File: src/logic/gpc_consts.svh
`ifndef GPC_CONSTS_SVH
`define GPC_CONSTS_SVH

// ----------------------------------------------------------------
// Register indices (byte address is four times the index)
// ----------------------------------------------------------------
`define GPC_IDX_PORT        8'h06
`define GPC_IDX_OPTION      8'h81
`define GPC_IDX_DIR         8'h86
`define GPC_IDX_CHG         8'h0B
`define GPC_IDX_BSET        8'h0C
`define GPC_IDX_BCLR        8'h0D

// ----------------------------------------------------------------
// Reset values
// ----------------------------------------------------------------
`define GPC_RST_OPTION      8'hFF
`define GPC_RST_DIR         8'hFF
`define GPC_RST_LATCH       8'h00

// ----------------------------------------------------------------
// Field positions
// ----------------------------------------------------------------
`define GPC_OPT_PULLUP_N    7
`define GPC_CHG_FLAG        0
`define GPC_CHG_EN          1
`define GPC_EXT_IRQ_BIT     0
`define GPC_PROG_CLK_BIT    6
`define GPC_PROG_DAT_BIT    7
`define GPC_MON_LO          4

// ----------------------------------------------------------------
// Timing
// ----------------------------------------------------------------
`define GPC_CLK_PERIOD_NS   100
`define GPC_INSTR_CYCLE_NS  400
`define GPC_PHASE_CYCLES    (`GPC_INSTR_CYCLE_NS / `GPC_CLK_PERIOD_NS)

`endif

File: src/logic/gpc_pkg.sv
package gpc_pkg;

    // Instruction cycle phases, Gray coded along the ring
    typedef enum logic [1:0] {
        GPC_PH1 = 2'h0,
        GPC_PH2 = 2'h1,
        GPC_PH3 = 2'h3,
        GPC_PH4 = 2'h2
    } gpc_phase_t;

endpackage

File: src/logic/gpc_phase_if.sv
`timescale 1ns/10ps
// ----------------------------------------------------------------
// Instruction cycle phase strobes
// ----------------------------------------------------------------
interface gpc_phase_if;
    logic phase_one;
    logic phase_two;
    logic phase_four;

    modport src (output phase_one, output phase_two, output phase_four);
    modport snk (input phase_one, input phase_two, input phase_four);
endinterface // gpc_phase_if

File: src/logic/gpc_port.sv
`timescale 1ns/10ps
`include "gpc_consts.svh"
// Summary of operation
// - Eight-bit two-way port with one direction bit per pin.
// - Direction 1 floats the pin driver; 0 drives it from the latch.
// - Clearing option bit 7 turns on all pull-ups together.
// - A pin set as output has its pull-up off regardless.
// - Pull-ups are off after reset.
// - Only upper four pins, and only inputs, take part in change detect.
// - Each watched pin compares against a reference taken at last port read or write.
// - Mismatches of the four pins are ORed into one change condition.
// - A port change can wake the device from halt.
// - A lasting mismatch keeps setting the change flag.
// - Software reads or writes the port, then clears the change flag.
// - A pin change exactly at a port read in phase two still sets the change flag.
// - Pin 0 doubles as the external interrupt input.
// - In programming mode pins 6 and 7 are clock and data, Schmitt buffered.
// - Port reads return pin levels; writes go only to the output latch.
// - Bit set and clear writes read pins, modify, and write the whole byte to the latch.
// - Writes commit at cycle end; pins are sampled in phase two.
module gpc_port
    import gpc_pkg::*;
#(
    parameter int PORT_W = 8
) (
    // Clock and reset
    input  wire logic        clk_i,
    input  wire logic        rst_i,
    // Wishbone slave
    input  wire logic        wb_cyc_i,
    input  wire logic        wb_stb_i,
    input  wire logic        wb_we_i,
    input  wire logic [11:0] wb_adr_i,
    input  wire logic [3:0]  wb_sel_i,
    input  wire logic [31:0] wb_dat_i,
    output logic      [31:0] wb_dat_o,
    output logic             wb_ack_o,
    // Port pins
    input  wire logic [7:0]  pin_in_i,
    output logic      [7:0]  pin_out_o,
    output logic      [7:0]  pin_oe_o,
    output logic      [7:0]  pullup_on_o,
    // Programming mode
    input  wire logic        prog_mode_i,
    output logic             prog_clock_o,
    output logic             prog_data_o,
    // Interrupt and wake
    output logic             change_flag_o,
    output logic             change_irq_o,
    output logic             wake_o,
    output logic             ext_irq_o
);

    // ----------------------------------------------------------------
    // Elaboration checks
    // ----------------------------------------------------------------
    if (PORT_W != 8) begin : g_chk
        $error("gpc_port: only an eight-bit port is supported");
    end

    // ----------------------------------------------------------------
    // Helpers
    // ----------------------------------------------------------------

    // Index match, upper address bits must be clear
    function automatic logic hit(input logic [11:0] adr, input logic [7:0] idx);
        hit = (adr[11:10] == 2'h0) && (adr[9:2] == idx);
    endfunction

    // Access that counts as touching the port data
    function automatic logic port_class(input logic [11:0] adr);
        port_class = hit(adr, `GPC_IDX_PORT) || hit(adr, `GPC_IDX_BSET)
                   || hit(adr, `GPC_IDX_BCLR);
    endfunction

    // ----------------------------------------------------------------
    // Phase sequencer and pin synchroniser
    // ----------------------------------------------------------------
    gpc_phase_if ph ();

    gpc_phase_gen u_phase (
        .clk_i (clk_i),
        .rst_i (rst_i),
        .ph    (ph)
    );

    logic [8:0] sync_lvl;
    logic [7:0] pin_s;
    logic       prog_s;

    // Pins and programming strap pass two flops
    gpc_sync #(.W(9)) u_sync (
        .clk_i   (clk_i),
        .rst_i   (rst_i),
        .async_i ({prog_mode_i, pin_in_i}),
        .sync_o  (sync_lvl)
    );

    assign pin_s  = sync_lvl[7:0];
    assign prog_s = sync_lvl[8];

    // ----------------------------------------------------------------
    // Register state
    // ----------------------------------------------------------------
    logic [7:0] latch;        // Output latch
    logic [7:0] oe;           // Inverse of pin_direction
    logic [7:0] option_cfg;   // option_config
    logic [7:0] ref_lvl;      // Reference for change compare
    logic [7:0] samp;         // Pins sampled for the current access
    logic       change_flag;
    logic       change_en;

    // ----------------------------------------------------------------
    // Bus access sequencing
    // ----------------------------------------------------------------
    logic active;
    logic req;
    logic sample_now;
    logic commit;
    logic wr_commit;
    logic wr_lane0;

    // New request waits for the next cycle start
    assign req        = wb_cyc_i && wb_stb_i && !wb_ack_o;
    assign sample_now = active && ph.phase_two;
    assign commit     = active && ph.phase_four;
    assign wr_commit  = commit && wb_we_i;
    assign wr_lane0   = wr_commit && wb_sel_i[0];

    // Access runs across one whole instruction cycle
    always_ff @(posedge clk_i) begin
        if (rst_i) begin
            active <= 1'b0;
        end else if (!active && req && ph.phase_one) begin
            active <= 1'b1;
        end else if (commit) begin
            active <= 1'b0;
        end
    end

    // Ack for one cycle at the end of the cycle
    always_ff @(posedge clk_i) begin
        if (rst_i) begin
            wb_ack_o <= 1'b0;
        end else begin
            wb_ack_o <= commit;
        end
    end

    // ----------------------------------------------------------------
    // Pin sampling and change reference
    // ----------------------------------------------------------------

    // Pins read early in the cycle, before any write lands
    always_ff @(posedge clk_i) begin
        if (rst_i) begin
            samp <= 8'h00;
        end else if (sample_now) begin
            samp <= pin_s;
        end
    end

    // Any port read or write refreshes the reference, ending a mismatch;
    // a pin moving in this very cycle is still flagged, as the compare sees the old reference
    always_ff @(posedge clk_i) begin
        if (rst_i) begin
            ref_lvl <= 8'h00;
        end else if (sample_now && port_class(wb_adr_i)) begin
            ref_lvl <= pin_s;
        end
    end

    // ----------------------------------------------------------------
    // Output latch and direction
    // ----------------------------------------------------------------

    // Bit set and clear act on pin levels, so inputs overwrite the latch
    always_ff @(posedge clk_i) begin
        if (rst_i) begin
            latch <= `GPC_RST_LATCH;
        end else if (wr_lane0 && hit(wb_adr_i, `GPC_IDX_PORT)) begin
            latch <= wb_dat_i[7:0];
        end else if (wr_lane0 && hit(wb_adr_i, `GPC_IDX_BSET)) begin
            latch <= samp | wb_dat_i[7:0];
        end else if (wr_lane0 && hit(wb_adr_i, `GPC_IDX_BCLR)) begin
            latch <= samp & ~wb_dat_i[7:0];
        end
    end

    // Enable kept inverted so the pin driver comes from a flop
    always_ff @(posedge clk_i) begin
        if (rst_i) begin
            oe <= ~`GPC_RST_DIR;
        end else if (wr_lane0 && hit(wb_adr_i, `GPC_IDX_DIR)) begin
            oe <= ~wb_dat_i[7:0];
        end
    end

    // Option register, only bit 7 is used by this port
    always_ff @(posedge clk_i) begin
        if (rst_i) begin
            option_cfg <= `GPC_RST_OPTION;
        end else if (wr_lane0 && hit(wb_adr_i, `GPC_IDX_OPTION)) begin
            option_cfg <= wb_dat_i[7:0];
        end
    end

    // ----------------------------------------------------------------
    // Change detection
    // ----------------------------------------------------------------
    logic [3:0] mismatch;
    logic       change_cond;
    logic       flag_clr;

    // Upper pins set as inputs only
    assign mismatch    = (pin_s[7:`GPC_MON_LO] ^ ref_lvl[7:`GPC_MON_LO])
                       & ~oe[7:`GPC_MON_LO];
    assign change_cond = |mismatch;
    assign flag_clr    = wr_lane0 && hit(wb_adr_i, `GPC_IDX_CHG)
                       && wb_dat_i[`GPC_CHG_FLAG];

    // Set wins over a software clear while mismatch lasts
    always_ff @(posedge clk_i) begin
        if (rst_i) begin
            change_flag <= 1'b0;
        end else if (change_cond) begin
            change_flag <= 1'b1;
        end else if (flag_clr) begin
            change_flag <= 1'b0;
        end
    end

    // Change enable
    always_ff @(posedge clk_i) begin
        if (rst_i) begin
            change_en <= 1'b0;
        end else if (wr_lane0 && hit(wb_adr_i, `GPC_IDX_CHG)) begin
            change_en <= wb_dat_i[`GPC_CHG_EN];
        end
    end

    // ----------------------------------------------------------------
    // Read data
    // ----------------------------------------------------------------
    logic [7:0] rd_byte;

    // Unmapped and write-only indices read as zero
    always_comb begin
        rd_byte = 8'h00;
        if (hit(wb_adr_i, `GPC_IDX_PORT)) begin
            rd_byte = samp;
        end else if (hit(wb_adr_i, `GPC_IDX_OPTION)) begin
            rd_byte = option_cfg;
        end else if (hit(wb_adr_i, `GPC_IDX_DIR)) begin
            rd_byte = ~oe;
        end else if (hit(wb_adr_i, `GPC_IDX_CHG)) begin
            rd_byte[`GPC_CHG_FLAG] = change_flag;
            rd_byte[`GPC_CHG_EN]   = change_en;
        end
    end

    // Data presented with ack, zero otherwise
    always_ff @(posedge clk_i) begin
        if (rst_i) begin
            wb_dat_o <= 32'h0000_0000;
        end else if (commit && !wb_we_i) begin
            wb_dat_o <= {24'h00_0000, rd_byte};
        end else begin
            wb_dat_o <= 32'h0000_0000;
        end
    end

    // ----------------------------------------------------------------
    // Pin drive and pull-ups
    // ----------------------------------------------------------------

    // Outside circuits must not fight a driven pin; no guard here
    always_ff @(posedge clk_i) begin
        if (rst_i) begin
            pin_out_o <= `GPC_RST_LATCH;
            pin_oe_o  <= 8'h00;
        end else begin
            pin_out_o <= latch;
            pin_oe_o  <= oe;
        end
    end

    // Shared active-low enable, masked per output pin
    always_ff @(posedge clk_i) begin
        if (rst_i) begin
            pullup_on_o <= 8'h00;
        end else begin
            pullup_on_o <= {8{~option_cfg[`GPC_OPT_PULLUP_N]}} & ~oe;
        end
    end

    // ----------------------------------------------------------------
    // Interrupt, wake and alternate functions
    // ----------------------------------------------------------------

    // Request only with flag and enable both set
    always_ff @(posedge clk_i) begin
        if (rst_i) begin
            change_flag_o <= 1'b0;
            change_irq_o  <= 1'b0;
        end else begin
            change_flag_o <= change_flag;
            change_irq_o  <= change_flag && change_en;
        end
    end

    // Wake follows the raw condition so a halted core sees it early
    always_ff @(posedge clk_i) begin
        if (rst_i) begin
            wake_o <= 1'b0;
        end else begin
            wake_o <= (change_cond || change_flag) && change_en;
        end
    end

    // Pin 0 level to the external edge logic
    always_ff @(posedge clk_i) begin
        if (rst_i) begin
            ext_irq_o <= 1'b0;
        end else begin
            ext_irq_o <= pin_s[`GPC_EXT_IRQ_BIT];
        end
    end

    // Programming lines; hysteresis lives in the pad, not here
    always_ff @(posedge clk_i) begin
        if (rst_i) begin
            prog_clock_o <= 1'b0;
            prog_data_o  <= 1'b0;
        end else begin
            prog_clock_o <= prog_s && pin_s[`GPC_PROG_CLK_BIT];
            prog_data_o  <= prog_s && pin_s[`GPC_PROG_DAT_BIT];
        end
    end

endmodule // gpc_port

File: src/logic/gpc_phase_gen.sv
`timescale 1ns/10ps
`include "gpc_consts.svh"
// ----------------------------------------------------------------
// Four phase sequencer, one phase per clock
// ----------------------------------------------------------------
module gpc_phase_gen
    import gpc_pkg::*;
(
    // Clock and reset
    input  wire logic  clk_i,
    input  wire logic  rst_i,
    // Phase strobes
    gpc_phase_if.src   ph
);
    gpc_phase_t state;
    gpc_phase_t next_state;

    // Ring is fixed at four states
    if (`GPC_PHASE_CYCLES != 4) begin : g_chk
        $error("gpc_phase_gen: instruction cycle must be four clocks");
    end

    // Ring advance
    always_comb begin
        unique case (state)
            GPC_PH1: next_state = GPC_PH2;
            GPC_PH2: next_state = GPC_PH3;
            GPC_PH3: next_state = GPC_PH4;
            GPC_PH4: next_state = GPC_PH1;
        endcase
    end

    // State register
    always_ff @(posedge clk_i) begin
        if (rst_i) begin
            state <= GPC_PH1;
        end else begin
            state <= next_state;
        end
    end

    // Strobe decode
    assign ph.phase_one  = (state == GPC_PH1);
    assign ph.phase_two  = (state == GPC_PH2);
    assign ph.phase_four = (state == GPC_PH4);
endmodule // gpc_phase_gen

File: src/logic/gpc_sync.sv
`timescale 1ns/10ps
// ----------------------------------------------------------------
// Two flop synchroniser for pin levels
// ----------------------------------------------------------------
module gpc_sync #(
    parameter int W = 8
) (
    // Clock and reset
    input  wire logic         clk_i,
    input  wire logic         rst_i,
    // Levels
    input  wire logic [W-1:0] async_i,
    output logic      [W-1:0] sync_o
);
    logic [W-1:0] meta;

    if (W < 1) begin : g_chk
        $error("gpc_sync: width must be positive");
    end

    // First stage feeds only the second
    always_ff @(posedge clk_i) begin
        if (rst_i) begin
            meta   <= '0;
            sync_o <= '0;
        end else begin
            meta   <= async_i;
            sync_o <= meta;
        end
    end
endmodule // gpc_sync

File: config.mk
export PLATFORM = sky130hd
export DESIGN_NAME = gpc_port
export DESIGN_NICKNAME = d
export VERILOG_FILES = /design/src/logic/gpc_pkg.sv /design/src/logic/gpc_phase_if.sv /design/src/logic/gpc_port.sv /design/src/logic/gpc_phase_gen.sv /design/src/logic/gpc_sync.sv
export VERILOG_INCLUDE_DIRS = /design/src /design/src/logic
export SDC_FILE = /design/constraint.sdc
export NUM_CORES = 1
export LEC_CHECK = 0
export BUFFER_PORTS_ARGS = -buffer_cell sky130_fd_sc_hd__buf_2
export CAP_MARGIN = 30
export CORE_ASPECT_RATIO = 0.5
export CORE_MARGIN = 1.5
export CORE_UTILIZATION = 45
export DETAILED_ROUTE_END_ITERATION = 16
export PLACE_DENSITY = 0.8
export SYNTH_ARGS = -nofsm -noshare
export SYNTH_HDL_FRONTEND = slang
export SYNTH_SLANG_ARGS = --single-unit
File: constraint.sdc
create_clock -name clk_i -period 1.74 [get_ports clk_i]
set_clock_uncertainty 0.15 [all_clocks]
set_input_delay 0.174 -clock clk_i [delete_from_list [all_inputs] [get_ports clk_i]]
set_output_delay 0.174 -clock clk_i [all_outputs]
set_load 0.005 [all_outputs]
==> results_dict.tcl <==
set metrics [dict create \
    status "complete, no violations" \
    overflow 0 \
    htreeDepth 3 \
    antenna_found_initial 0 \
    gp_congestion 0.887 \
    cts_root_buf "clkbuf_16" \
    rsz0062_at_grt "no" \
    yosysTopAreaCellShare 0.528 \
    clk_pin_slew_ps 60 \
    nets 532 \
    syn_area_um2 3720 \
    fmax_ghz 0.605 \
    ir_worst_vdd_v 0.000484 \
    arrival_ps 1730 \
    synthCells 368 \
    cts_resized 0 \
    cts_buffer_depth 2 \
    ys_seq_elements 98 \
    hp-class "in -> reg" \
    syn_avg_cell_area_um2 10.1 \
    num_rows 23 \
    grt_pass1_vias 2442 \
    post-route-drc-count 0 \
    synth_edf_count 0 \
    finalPower_uw 4250 \
    cp-start-kind "flip-flop" \
    grt_first_pass_wirelength_mm 12.0 \
    die-area_um2 8850 \
    drv_slew 0 \
    cts_buffers 9 \
    power.density_nw_per_um2 916 \
    drv_cap 0 \
    dpl.hpwl_mm 5.56 \
    dieWidth_um 132 \
    fp.dieH_um 67.3 \
    ys.flop_type "dfxtp_1" \
    via_count 2806 \
    drtIter0Drc 138 \
    track_usage 0.178 \
    tritoncts "built" \
    synth_area_leaders "dfxtp_1, nor2b_1, mux2i_1" \
    setup_viol_count_final 0 \
    cp_data_required_time_ps 1820 \
    num-fill-cells 708 \
    syn2layout_area_growth_pct 24.7 \
    ys_async_sr_fraction 0 \
    fin_tns_setup_ps 0 \
    post-cts-setup-buffers 0 \
    clock_latency_ps 340 \
    synth_seq_area_share 0.528 \
    power.leakage_uw 0.00213 \
    initial_core_util 0.464 \
    clock-sinks 98 \
    diodes 0 \
    synth_top_area_cell "dfxtp_1" \
    wl_per_cell_um 13.0 \
    routed_wl_mm 7.60 \
    final_cell_mix "dfxtp_1, buf_2, nor2_1" \
    worstSetupPathType "reg -> reg" \
    period_minus_slack_ps 1650 \
    yosys_warnings 0 \
    grt_max_degree 28 \
    placed_area_um2 4250 \
    ys_types 40 \
    design_area_um2 4630 \
    core_area_um2 8000 \
    end_kind "flip-flop" \
    critPathMaxFanout 8 \
    drive_gt1_frac 0.283 \
    finalCritPeriodShare 0.950 \
    hold_viol_final 0 \
    dr.pass1.iters 5 \
    layout.cells.most_common "dfxtp_1" \
    vias_per_cell 4.79 \
    portBuffers 71 \
    ant_nets 0 \
    ios 125 \
]
logic make-up after synthesis:
| family | after synthesis | synth area share |
|---|---|---|
| compound gates | 57 | 0.0960 |
| xor+xnor | 4 | 0.00943 |
| buf+inv | 44 | 0.0721 |
| flops | 98 | 0.528 |
| mux | 28 | 0.0862 |
| other cells | 1 | 0.00101 |
| simple gates | 136 | 0.207 |
report_power, final:
group / switching, µW / internal, µW
Sequential: 15.6 / 2270
Combinational: 123 / 114
Clock: 764 / 956
routing by layer:
| layer | up-vias | wire length (µm) | track usage | share of wire |
|---|---|---|---|---|
| li1 | 1399 | - | - | - |
| met3 | 17 | 602 | 0.0586 | 0.079 |
| met2 | 106 | 3540 | 0.299 | 0.47 |
| met4 | 0 | 148 | 0.0819 | 0.019 |
| met1 | 1284 | 3310 | 0.214 | 0.44 |
| met5 | - | 0 | 0 | 0 |
what timing repair did:
item	in CTS	in global routing
hold buffers	13	0
setup endpoints to repair	0	0
hold endpoints to repair	12	0
final timing paths:
check                    from          endpoint  slack [ps]  cells past startpoint
min               wb_dat_i[5]     option_cfg[5]           8                      3
min reg2reg    u_sync.meta[5]  u_sync.sync_o[5]         280                      1
max reg2reg  u_phase.state[0]             oe[3]          90                      5
max          u_phase.state[0]             oe[3]          90                      5
synthesized netlist by cell type (2+ instances only):
| library cell | instances |
|---|---|
| clkbuf_1 | 13 |
| nor3b_2 | 2 |
| o21ai_0 | 16 |
| a31oi_1 | 9 |
| or2_2 | 7 |
| xnor2_1 | 4 |
| dfxtp_1 | 98 |
| mux2i_1 | 20 |
| or2_1 | 2 |
| o41ai_1 | 6 |
| nor2b_1 | 40 |
| nand2_1 | 13 |
| o41ai_2 | 2 |
| nand2b_1 | 8 |
| buf_4 | 25 |
| o22ai_1 | 2 |
| buf_1 | 3 |
| nand4_1 | 4 |
| mux2_4 | 8 |
| nor2_1 | 41 |
| and3b_1 | 4 |
| nor4_2 | 2 |
| a21oi_1 | 18 |
| nor3_1 | 5 |
flip-flops by register name, indices dropped and copies added (netlist names), 8 cells and up:
name / flops
latch: 8
oe: 8
option_cfg: 8
pin_oe_o: 8
pin_out_o: 8
pullup_on_o: 8
samp: 8
u_sync.meta: 9
u_sync.sync_o: 9
wb_dat_o: 8
per-stage QoR:
step	std cells	worst slack (ps)	hold WS [ps]	util
after floorplan	391	3.05	152	-
after global placement	558	-97.2	237	0.531
after detailed placement	558	-123	242	0.531
after CTS	586	80.4	7.89	0.579
after global routing	586	36.3	14.7	0.579
final	586	86.2	8.41	0.579
worst max-delay path, stage by stage (launching register included):
cell      delay (ps)
dfxtp_2          320
nand3b_4         140
or2_1            230
or2_1            250
buf_12           160
mux2_4           290
area by class of cell:
class,instances,area (µm²),area share
Sequential cell,98,1960,0.424
Multi-Input combinational cell,249,1570,0.339
Timing Repair Buffer,111,701,0.151
Clock buffer,12,236,0.0510
Tap cell,112,140,0.0302
Clock inverter,3,17.5,0.00378
Inverter,1,3.75,0.000810
Power figures use the tool's default switching activity.
